===== src/svd_pkg.sv =====
// Function
// - direction 1 detects rise, 0 detects fall
// - interrupt needs detect enable and global enable
// - no detect event while stable flag clear
// - stable flag only after fixed start-up interval
// - detector works in sleep, sets flag, wakes
// - wake takes vector only if globally enabled
// - reset returns all registers, detector off
// - control bits: dir 7, stable 5, enable 4
// - crossing trip point sets detect flag
// - level 1111 selects external trip input
`default_nettype none
package svd_pkg;
   // ==========================================================
   // timing
   localparam int CLK_PERIOD_NS = 10;
   localparam int STARTUP_NS = 20000;
   localparam int STARTUP_CYCLES = (STARTUP_NS + CLK_PERIOD_NS - 1) / CLK_PERIOD_NS;
   localparam int SETTLE_W = 16;

   // ==========================================================
   // register map, byte addresses
   localparam logic [7:0] ADDR_CONTROL = 8'h00;
   localparam logic [7:0] ADDR_FLAGS = 8'h04;
   localparam logic [7:0] ADDR_FLAG_CLEAR = 8'h08;
   localparam logic [7:0] ADDR_ENABLES = 8'h0c;
   localparam logic [7:0] ADDR_PRIORITY = 8'h10;
   localparam logic [7:0] ADDR_INT_CONTROL = 8'h14;

   // ==========================================================
   // field positions and values
   localparam int BIT_DETECT = 2;
   localparam int BIT_GLOBAL = 7;
   localparam int BIT_PERIPH = 6;
   localparam logic [3:0] LEVEL_EXTERNAL = 4'hf;
   localparam logic [7:0] RESET_BYTE = 8'h00;
   localparam logic [31:0] READ_ZERO = 32'h0000_0000;

   typedef struct packed {
      logic dir;
      logic unused6;
      logic stable;
      logic en;
      logic [3:0] level;
   } control_t;

   localparam control_t CONTROL_RESET = '{dir: 1'b0, unused6: 1'b0, stable: 1'b0, en: 1'b0, level: 4'h0};
endpackage : svd_pkg
`default_nettype wire


===== src/supply_voltage_detect_control.sv =====
`timescale 1ns/1ps
`default_nettype none
module supply_voltage_detect_control #(
   parameter int STARTUP_CYCLES = svd_pkg::STARTUP_CYCLES
) (
   // clock and reset
   input wire logic clk_sys,
   input wire logic reset_n,
   // wishbone slave
   input wire logic wb_cyc_i,
   input wire logic wb_stb_i,
   input wire logic wb_we_i,
   input wire logic [7:0] wb_adr_i,
   input wire logic [3:0] wb_sel_i,
   input wire logic [31:0] wb_dat_i,
   output logic [31:0] wb_dat_o,
   output logic wb_ack_o,
   // analog front end
   input wire logic comp_above,
   input wire logic shared_ref_on,
   output logic detector_power_on,
   output logic [3:0] tap_select,
   output logic external_trip_select,
   // core power and interrupt
   input wire logic sleep_active,
   output logic irq,
   output logic wake_request,
   output logic vector_take
);
   // ==========================================================
   // state
   svd_pkg::control_t ctrl;
   logic detect_flag;
   logic detect_ie;
   logic detect_ip;
   logic global_ie;
   logic periph_ie;
   logic shared_q;
   logic [svd_pkg::SETTLE_W-1:0] settle_cnt;

   localparam logic [svd_pkg::SETTLE_W-1:0] SETTLE_LAST = svd_pkg::SETTLE_W'(STARTUP_CYCLES - 1);

   // ==========================================================
   // bus decode
   wire req = wb_cyc_i & wb_stb_i & ~wb_ack_o;
   wire wr = req & wb_we_i & wb_sel_i[0];
   wire [7:0] wbyte = wb_dat_i[7:0];
   svd_pkg::control_t wctrl;
   assign wctrl = svd_pkg::control_t'(wbyte);
   wire hit_ctrl = wb_adr_i == svd_pkg::ADDR_CONTROL;
   wire hit_flags = wb_adr_i == svd_pkg::ADDR_FLAGS;
   wire hit_clear = wb_adr_i == svd_pkg::ADDR_FLAG_CLEAR;
   wire hit_en = wb_adr_i == svd_pkg::ADDR_ENABLES;
   wire hit_pri = wb_adr_i == svd_pkg::ADDR_PRIORITY;
   wire hit_int = wb_adr_i == svd_pkg::ADDR_INT_CONTROL;

   wire wr_ctrl = wr & hit_ctrl;
   wire wr_clear = wr & hit_clear & wbyte[svd_pkg::BIT_DETECT];
   wire wr_en = wr & hit_en;
   wire wr_pri = wr & hit_pri;
   wire wr_int = wr & hit_int;

   // ==========================================================
   // start-up interval
   wire shared_rise = shared_ref_on & ~shared_q;
   // reference wakes from off, or detector is off: start over
   wire settle_restart = ~ctrl.en | shared_rise;
   wire settle_done = settle_cnt == SETTLE_LAST;
   wire [svd_pkg::SETTLE_W-1:0] next_settle_cnt =
      settle_restart ? '0 : (settle_done ? settle_cnt : settle_cnt + 1'b1);
   wire next_stable = ~settle_restart & settle_done;

   // ==========================================================
   // control register
   // stable bit is owned by hardware; writes to it and bit 6 are dropped
   wire [7:0] ctrl_read = {ctrl.dir, 1'b0, ctrl.stable, ctrl.en, ctrl.level};
   wire next_dir = wr_ctrl ? wctrl.dir : ctrl.dir;
   wire next_en = wr_ctrl ? wctrl.en : ctrl.en;
   wire [3:0] next_level = wr_ctrl ? wctrl.level : ctrl.level;

   // ==========================================================
   // detection
   // comparator answers against the selected tap, or the pin for 1111
   wire crossing = ctrl.dir ? comp_above : ~comp_above;
   wire detect_event = ctrl.en & ctrl.stable & crossing;
   // set beats a clear in the same cycle
   wire next_flag = detect_event | (detect_flag & ~wr_clear);

   // ==========================================================
   // interrupt and wake
   wire next_irq = detect_flag & detect_ie & global_ie;
   // wake needs only the local enable; sleep is left either way
   wire next_wake = sleep_active & detect_flag & detect_ie;
   wire next_vector = next_wake & global_ie;
   wire next_ext = ctrl.level == svd_pkg::LEVEL_EXTERNAL;

   // ==========================================================
   // read mux
   wire [7:0] flags_read = 8'(detect_flag) << svd_pkg::BIT_DETECT;
   wire [7:0] en_read = 8'(detect_ie) << svd_pkg::BIT_DETECT;
   wire [7:0] pri_read = 8'(detect_ip) << svd_pkg::BIT_DETECT;
   wire [7:0] int_read = (8'(global_ie) << svd_pkg::BIT_GLOBAL) | (8'(periph_ie) << svd_pkg::BIT_PERIPH);
   wire [7:0] rbyte =
      hit_ctrl ? ctrl_read :
      hit_flags ? flags_read :
      hit_en ? en_read :
      hit_pri ? pri_read :
      hit_int ? int_read : svd_pkg::RESET_BYTE;
   wire [31:0] next_rdata = wb_we_i ? svd_pkg::READ_ZERO : {24'h000000, rbyte};

   // ==========================================================
   // flip-flops
   always_ff @(posedge clk_sys or negedge reset_n) begin
      if (!reset_n) begin
         ctrl <= svd_pkg::CONTROL_RESET;
         settle_cnt <= '0;
         shared_q <= 1'b0;
         detect_flag <= 1'b0;
      end else begin
         ctrl <= '{dir: next_dir, unused6: 1'b0, stable: next_stable, en: next_en, level: next_level};
         settle_cnt <= next_settle_cnt;
         shared_q <= shared_ref_on;
         detect_flag <= next_flag;
      end
   end

   always_ff @(posedge clk_sys or negedge reset_n) begin
      if (!reset_n) begin
         detect_ie <= 1'b0;
         detect_ip <= 1'b0;
         global_ie <= 1'b0;
         periph_ie <= 1'b0;
      end else begin
         if (wr_en) begin
            detect_ie <= wbyte[svd_pkg::BIT_DETECT];
         end
         if (wr_pri) begin
            detect_ip <= wbyte[svd_pkg::BIT_DETECT];
         end
         if (wr_int) begin
            global_ie <= wbyte[svd_pkg::BIT_GLOBAL];
            periph_ie <= wbyte[svd_pkg::BIT_PERIPH];
         end
      end
   end

   always_ff @(posedge clk_sys or negedge reset_n) begin
      if (!reset_n) begin
         wb_ack_o <= 1'b0;
         wb_dat_o <= svd_pkg::READ_ZERO;
         irq <= 1'b0;
         wake_request <= 1'b0;
         vector_take <= 1'b0;
         external_trip_select <= 1'b0;
      end else begin
         wb_ack_o <= req;
         wb_dat_o <= req ? next_rdata : svd_pkg::READ_ZERO;
         irq <= next_irq;
         wake_request <= next_wake;
         vector_take <= next_vector;
         external_trip_select <= next_ext;
      end
   end

   assign detector_power_on = ctrl.en;
   assign tap_select = ctrl.level;

   // ==========================================================
   // checker helpers
   // own count of settled cycles, so the checks do not trust settle_cnt
   localparam logic [svd_pkg::SETTLE_W-1:0] ON_FULL = svd_pkg::SETTLE_W'(STARTUP_CYCLES);
   logic [svd_pkg::SETTLE_W-1:0] on_cycles;
   wire on_saturated = on_cycles == ON_FULL;

   always_ff @(posedge clk_sys or negedge reset_n) begin
      if (!reset_n) begin
         on_cycles <= '0;
      end else if (!ctrl.en || shared_rise) begin
         on_cycles <= '0;
      end else if (!on_saturated) begin
         on_cycles <= on_cycles + 1'b1;
      end
   end
endmodule : supply_voltage_detect_control
`default_nettype wire


===== config.mk =====
export PLATFORM = sky130hd
export DESIGN_NAME = supply_voltage_detect_control
export DESIGN_NICKNAME = d
export VERILOG_FILES = /design/src/svd_pkg.sv /design/src/supply_voltage_detect_control.sv
export SDC_FILE = /design/constraint.sdc
export NUM_CORES = 1
export LEC_CHECK = 0
export BUFFER_PORTS_ARGS = -buffer_cell sky130_fd_sc_hd__buf_2
export CAP_MARGIN = 10
export CORE_MARGIN = 4
export CORE_UTILIZATION = 38
export DETAILED_ROUTE_END_ITERATION = 10
export GPL_TIMING_DRIVEN = 1
export HOLD_SLACK_MARGIN = 0.12
export MAX_ROUTING_LAYER = met4
export PLACE_DENSITY = 0.71
export SLEW_MARGIN = 20
export SYNTH_ARGS = -nofsm -noshare
export SYNTH_HDL_FRONTEND = slang
export SYNTH_SLANG_ARGS = --single-unit
export TNS_END_PERCENT = 5

===== constraint.sdc =====
create_clock -name clk_sys -period 1.71 [get_ports clk_sys]
set_input_delay 0.2565 -clock clk_sys [delete_from_list [all_inputs] [get_ports clk_sys]]
set_output_delay 0.2565 -clock clk_sys [all_outputs]
set_load 0.005 [all_outputs]

==> run metrics, run 1 <==
Comb pwr share=0.059; post-synth top area share=0.4991; Ys Warns=0; Total Wirelength=just under 4 mm; grt ovf=0; clock share of power=0.410; nets=between 300 and 400; fmax=just over 600 MHz; post-route DRC violation count=0; Die Wd=slightly above 80 µm; clk sinks=42; Syn Inst Count=200; status=finished clean; fillcell total=502; Initial Util=0.4021; WHS=roughly 0.18 ns; CP Data Required Time=between 1.5 and 2 ns; clock transition at the registers of the reported paths=0.08 ns; htree depth=2; initial drt markers=50; most frequent cell after synthesis=dfrtp_1; via count=about 1500; period utilization=0.9406; Max Cap Violations=0; unrepaired setup endpoints after global routing=false; dpl hpwl=around 3.1 mm; Synth Register Bits=42; total CTS buffers=5; Flop pwr share=0.530; Power Density=approximately 770 mW/mm²; Crit. End Element=flop; die height=just over 80 µm; largest net degree at the start of global routing=21; slowest stage cell on the critical path=nor4_1; Yosys cell types=36; CTS tree=built; global-route wire length before repair=~6.7 mm; Synth-to-Final Area Change=16.93%; initial antenna violation count=0; crit path cell chain=nor4_1 -> nand4_1 -> mux2i_1 -> nor2_1; layout cells sized above 1=0.2897; Sw Ratio=0.2165; Seq/Total Area, Yosys=0.4991; Pre-Repair DR Iteration Count=5; crit path kind=flop to flop; vias in the first global route=about 1500; final hold viol count=0; leak pwr=1.224 nW; wire per inst=about 12 µm; GRT Total Usage=0.1318; Hold Path Class=input pin to flop; CP startpoint kind=flop; worst vdd ir=between 200 and 300 µV; Psw=a little over 400 µW; worst skew pair latency=approximately 0.3 ns; Post-Syn Area=between 0.002 and 0.0025 mm²; Synth async-reset ratio=1.000; number of diodes=0; Post-synth EDFFs=0; final setup TNS=0 ns; die area=0.006796 mm²; area leader, netlist=dfrtp_1; top cells by count, synth=dfrtp_1, buf_4, nor2_1; Slew Limit Fails=0; Max clock buf depth=2; Clock Skew=0.007975 ns; antenna viol nets, final=0; CP Max Fanout=4; WP data arrival=around 1.8 ns; Max stage delay on crit path=0.47 ns; routability cong.=approximately 0.8; Site Rows=26; Mean Syn Cell Area=10.53 µm²; Cell Int Power=around 1.5 mW; setup violators final=0; core box area=roughly 0.0052 mm²; port bufs=about 40; vias per cell=between 4 and 5; fin crit period=about 1.6 ns; ys flop type=dfrtp_1; Area contributors post-synth=dfrtp_1, buf_4, mux2_4; clock root buffer=clkbuf_8; # IOs=94
[power groups by stage]
stage	registers [mW]	logic (mW)	clock network (mW)
floorplan	1.02	0.0781	0
global placement	1.02	0.107	0
detailed placement	1.02	0.108	0
CTS	0.999	0.112	0.801
global route	1.00	0.129	0.838
finish	0.999	0.112	0.773
[per-layer routing]
layer / share of wire / GRT usage
met4: 0.0074 / 0.03987
met2: 0.47 / 0.1995
met5: 0 / -
met3: 0.065 / 0.03145
met1: 0.45 / 0.1758
[logic make-up after synthesis]
kind of cell | after synthesis | share of synthesized area
compound gates | 16 | 0.04634
xor+xnor | 11 | 0.04576
fa+ha+maj | 1 | 0.005941
buf+inv | 37 | 0.1194
flops | 42 | 0.4991
mux | 11 | 0.06892
other cells | 1 | 0.001781
simple gates | 81 | 0.2127
[final timing paths]
| check | startpoint | to | slack [ns] | cells after the start |
|---|---|---|---|---|
| min reg2reg | ctrl[5] | wb_dat_o[5] | 0.49 | 1 |
| max in group asynchronous | reset_n | external_trip_select | 0.74 | 3 |
| max reg2reg | settle_cnt[12] | settle_cnt[1] | 0.10 | 4 |
| min | wb_we_i | wb_dat_o[6] | 0.18 | 2 |
| max | settle_cnt[12] | settle_cnt[1] | 0.10 | 4 |
| min in group asynchronous | reset_n | shared_q | 0.44 | 2 |
[layout make-up]
class,instances,area [µm²],area share
clock inverter,2,37.54,0.01524
inverter,5,18.77,0.007622
multi-input combinational,144,894.6,0.3633
timing repair buffer,53,300.3,0.1220
sequential,42,1051,0.4268
clock buffer,6,72.57,0.02947
tap,70,87.58,0.03557
[stage by stage]
stage / cells / power (mW) / util / setup slack (ns) / area, µm²
2_1_floorplan: 223 / 1.097 / - / 0.1083 / 2192
3_5_place_dp: 312 / 1.127 / 0.4443 / 0.006063 / 2327
5_1_grt: 322 / 1.967 / 0.4701 / 0.02690 / 2462
6_report: 322 / 1.884 / 0.4701 / 0.1016 / 2462
3_3_place_gp: 312 / 1.125 / 0.4443 / 0.01750 / 2327
4_1_cts: 322 / 1.912 / 0.4692 / 0.006624 / 2457
[worst max-delay path, delay by kind of cell, from the launching register on]
family,cells,cell delay [ns]
AND/OR/NAND/NOR,3,0.84
flip-flops,1,0.43
multiplexers,1,0.23
[cell usage in the layout (no fill, tap or decap), types with 2 or more instances in the layout]
| cell | count |
|---|---|
| a21oi_1 | 6 |
| and2_1 | 7 |
| and3_1 | 2 |
| and4_1 | 3 |
| buf_2 | 41 |
| buf_4 | 10 |
| clkbuf_8 | 5 |
| conb_1 | 24 |
| dfrtp_1 | 42 |
| dlygate4sd3_1 | 2 |
| inv_1 | 5 |
| mux2_2 | 4 |
| mux2_4 | 6 |
| nand2_1 | 12 |
| nand3_1 | 9 |
| nand4_1 | 9 |
| nor2_1 | 20 |
| nor3_1 | 5 |
| nor4_1 | 5 |
| o21ai_0 | 3 |
| o21bai_1 | 2 |
| or3_1 | 2 |
| xnor2_1 | 9 |
| xor2_1 | 2 |
[sequential cells by signal, indices dropped and copies added (netlist names)]
signal,cells
ctrl,2
detect_flag,1
detect_ie,1
detect_ip,1
detector_power_on,1
external_trip_select,1
global_ie,1
irq,1
periph_ie,1
settle_cnt,16
shared_q,1
tap_select,4
vector_take,1
wake_request,1
wb_ack_o,1
wb_dat_o,8
[what timing repair did]
item	in CTS	in global routing
hold buffers	2	0
endpoints found under the hold margin	19	0
setup endpoints to repair	0	6
setup buffers	0	0
gates resized for setup	0	1
(Power assumes the default switching activity.)
==> run 2: changes to the inputs <==
CORE_UTILIZATION = 47   (was 38)
PLACE_DENSITY = 0.84   (was 0.71)
==> run 2 against run 1 <==
  * Combinational power barely moved
  * Register-to-register slack got worse by 0.095 ns
  * Global-route usage rose by 1.9 points
  * Critical path depth rose by 2
  * Worst setup slack got worse by 0.095 ns
  * Critical path type unchanged
  * Via count rose by 5.3%
  * Sequential power barely moved
==> run metrics, run 2 (synthesis gave the netlist of run 1 again) <==
status=finished clean; initial drt markers=125 (+150%); total CTS buffers=5 (unchanged); die height=74.94 µm (-9.1%); via count=1582 (+5.3%); hold-critical path depth=2 (unchanged); crit path kind=flop to flop; Placed Cells=293 (-6.1%); Initial Util=0.4836 (+0.08157); CP Max Fanout=6 (+2); Largest register FFs=16 (unchanged); fmax=587.0 MHz (-5.6%); worst skew pair latency=0.30 ns (about the same); Worst Slack Setup Final=0.006487 ns (-0.09513 ns); initial antenna violation count=0 (unchanged); clock transition at the registers of the reported paths=0.08 ns (about the same); vias in the first global route=1400 (-3.9%); Max Cap Violations=0 (unchanged); worst slew pin tran=0.5030 ns; vias per cell=5.221 (+12%); Max clock buf depth=2 (unchanged); WP data arrival=1.89 ns (+0.10 ns); CP Data Required Time=1.89 ns (about the same); largest net degree at the start of global routing=43 (+100%); post-route DRC violation count=0 (unchanged); dpl hpwl=2.959 mm (-4.4%); Clock Skew=0.006565 ns (-0.001410 ns); Site Rows=24 (-7.7%); Setup WS pre-CTS=0.02040 ns (+0.01434 ns); most frequent cells in the layout=dfrtp_1, buf_2, conb_1; leading cell type in the layout, fill and taps excluded=dfrtp_1; global-route wire length before repair=6.141 mm (-7.8%); Reg2Reg Depth=6 (+2); dpl cell area=0.002297 mm² (-1.3%); Sw Ratio=0.2135 (-0.002923); Pre-Repair DR Iteration Count=4 (-1); grt ovf=0 (unchanged); CP startpoint kind=flop; Die Wd=74.94 µm (-9.1%); Hold Path Class=input pin to flop; Psw=398.8 µW (-2.2%); Slew Limit Fails=0 (unchanged); number of diodes=0 (unchanged); Power Density=767.0 mW/mm² (+0.23%); routability cong.=0.8549 (+4.9%); fin crit period=1.704 ns (+0.09513 ns); Synth-to-Final Area Change=15.63%; wire per inst=13.00 µm (+6.5%); fin cells=303 (-5.9%); period utilization=0.9962 (+0.05563); unrepaired setup endpoints after global routing=true; die area=0.005615 mm² (-17%); setup fix buffers added after clock tree synthesis=0 (unchanged); core box area=0.004354 mm² (-17%); worst vdd ir=320.9 µV (+18%); layout cells sized above 1=0.2948 (+0.005138); clock root buffer=clkbuf_8; nets=303 (-0.33%); Comb pwr share=0.058 (about the same); Cell Int Power=1.469 mW (-0.52%); antenna viol nets, final=0 (unchanged); # IOs=94 (unchanged); Max-slew headroom=0.6647; CTS tree=built; clock share of power=0.407 (-0.003); Total Wirelength=3.939 mm (+0.20%); Flop pwr share=0.535 (+0.005); Crit. End Element=flop; htree depth=2 (unchanged); setup violators final=0 (unchanged); final hold viol count=0 (unchanged); clk sinks=42 (unchanged); final instance area=0.002435 mm² (-1.1%); GRT Total Usage=0.1511 (+0.01929); port bufs=41 (unchanged); fillcell total=379 (-25%); leak pwr=1.224 nW (about the same); Largest Register=settle_cnt
-- run 2: cell count changes in the layout (fill, tap and decap cells not counted) --
cell	before	now
clkbuf_1	1	0
clkinv_2	0	2
inv_1	5	4
buf_4	10	8
clkinvlp_4	1	0
inv_2	0	1
buf_6	0	1
-- run 2: per-stage QoR --
step	utilization	setup TNS, ns	hold WS [ns]	power [mW]
floorplan	-	0	-0.03909	1.097
CTS	0.5572	0	0.1733	1.884
global route	0.5592	-0.3137	0.1760	1.946
global placement	0.5276	0	0.3410	1.120
finish	0.5592	0	0.1789	1.867
detailed placement	0.5276	0	0.3530	1.123
-- run 2: repair_timing --
item | 4_1_cts | 5_1_grt
resized for setup | 0 | 3
endpoints found under the setup margin | 0 | 6
endpoints found under the hold margin | 43 | 0
hold buffers | 2 | 0
-- run 2: worst max-delay path: stages (launching register included) --
cell and delay (ns):
dfrtp_1 0.38, nand3b_4 0.16, inv_2 0.06, nand4_1 0.12, or3_4 0.42, buf_6 0.15, mux2_4 0.29
-- run 2: power by group through the flow --
| stage | Clock (mW) | Combinational (mW) | Sequential, mW |
|---|---|---|---|
| after floorplan | 0 | 0.0781 | 1.02 |
| after global placement | 0 | 0.102 | 1.02 |
| after detailed placement | 0 | 0.104 | 1.02 |
| after CTS | 0.776 | 0.108 | 0.999 |
| after global routing | 0.822 | 0.124 | 1.00 |
| final | 0.759 | 0.109 | 0.999 |
-- run 2: cell type report --
cell class,instances,area (µm²),share of cell area
Clock inverter,3,40.04,0.01644
Tap cell,52,65.06,0.02672
Inverter,5,18.77,0.007708
Sequential cell,42,1051,0.4317
Multi-Input combinational cell,144,894.6,0.3674
Timing Repair Buffer,52,296.5,0.1218
Clock buffer,5,68.82,0.02826
-- run 2: final timing paths --
| kind | slack [ns] | from | endpoint |
|---|---|---|---|
| worst min-delay path | 0.18 | wb_we_i | wb_dat_o[6] |
| max in group asynchronous | 0.81 | reset_n | settle_cnt[15] |
| worst max-delay path | 0.006 | wb_ack_o | detector_power_on |
| worst max register to register | 0.006 | wb_ack_o | detector_power_on |
| min in group asynchronous | 0.56 | reset_n | wb_ack_o |
| worst min register to register | 0.49 | ctrl[5] | wb_dat_o[5] |
-- run 2: metal layers --
layer  global-route usage  up-vias  wire length [µm]  part of all wire
met4              0.08103        0               131             0.033
met5                    -        -                 0                 0
met1               0.1817      750              1533              0.39
met3              0.05340       15               277             0.070
li1                     -      745                 -                 -
met2               0.2215       72              1997              0.51
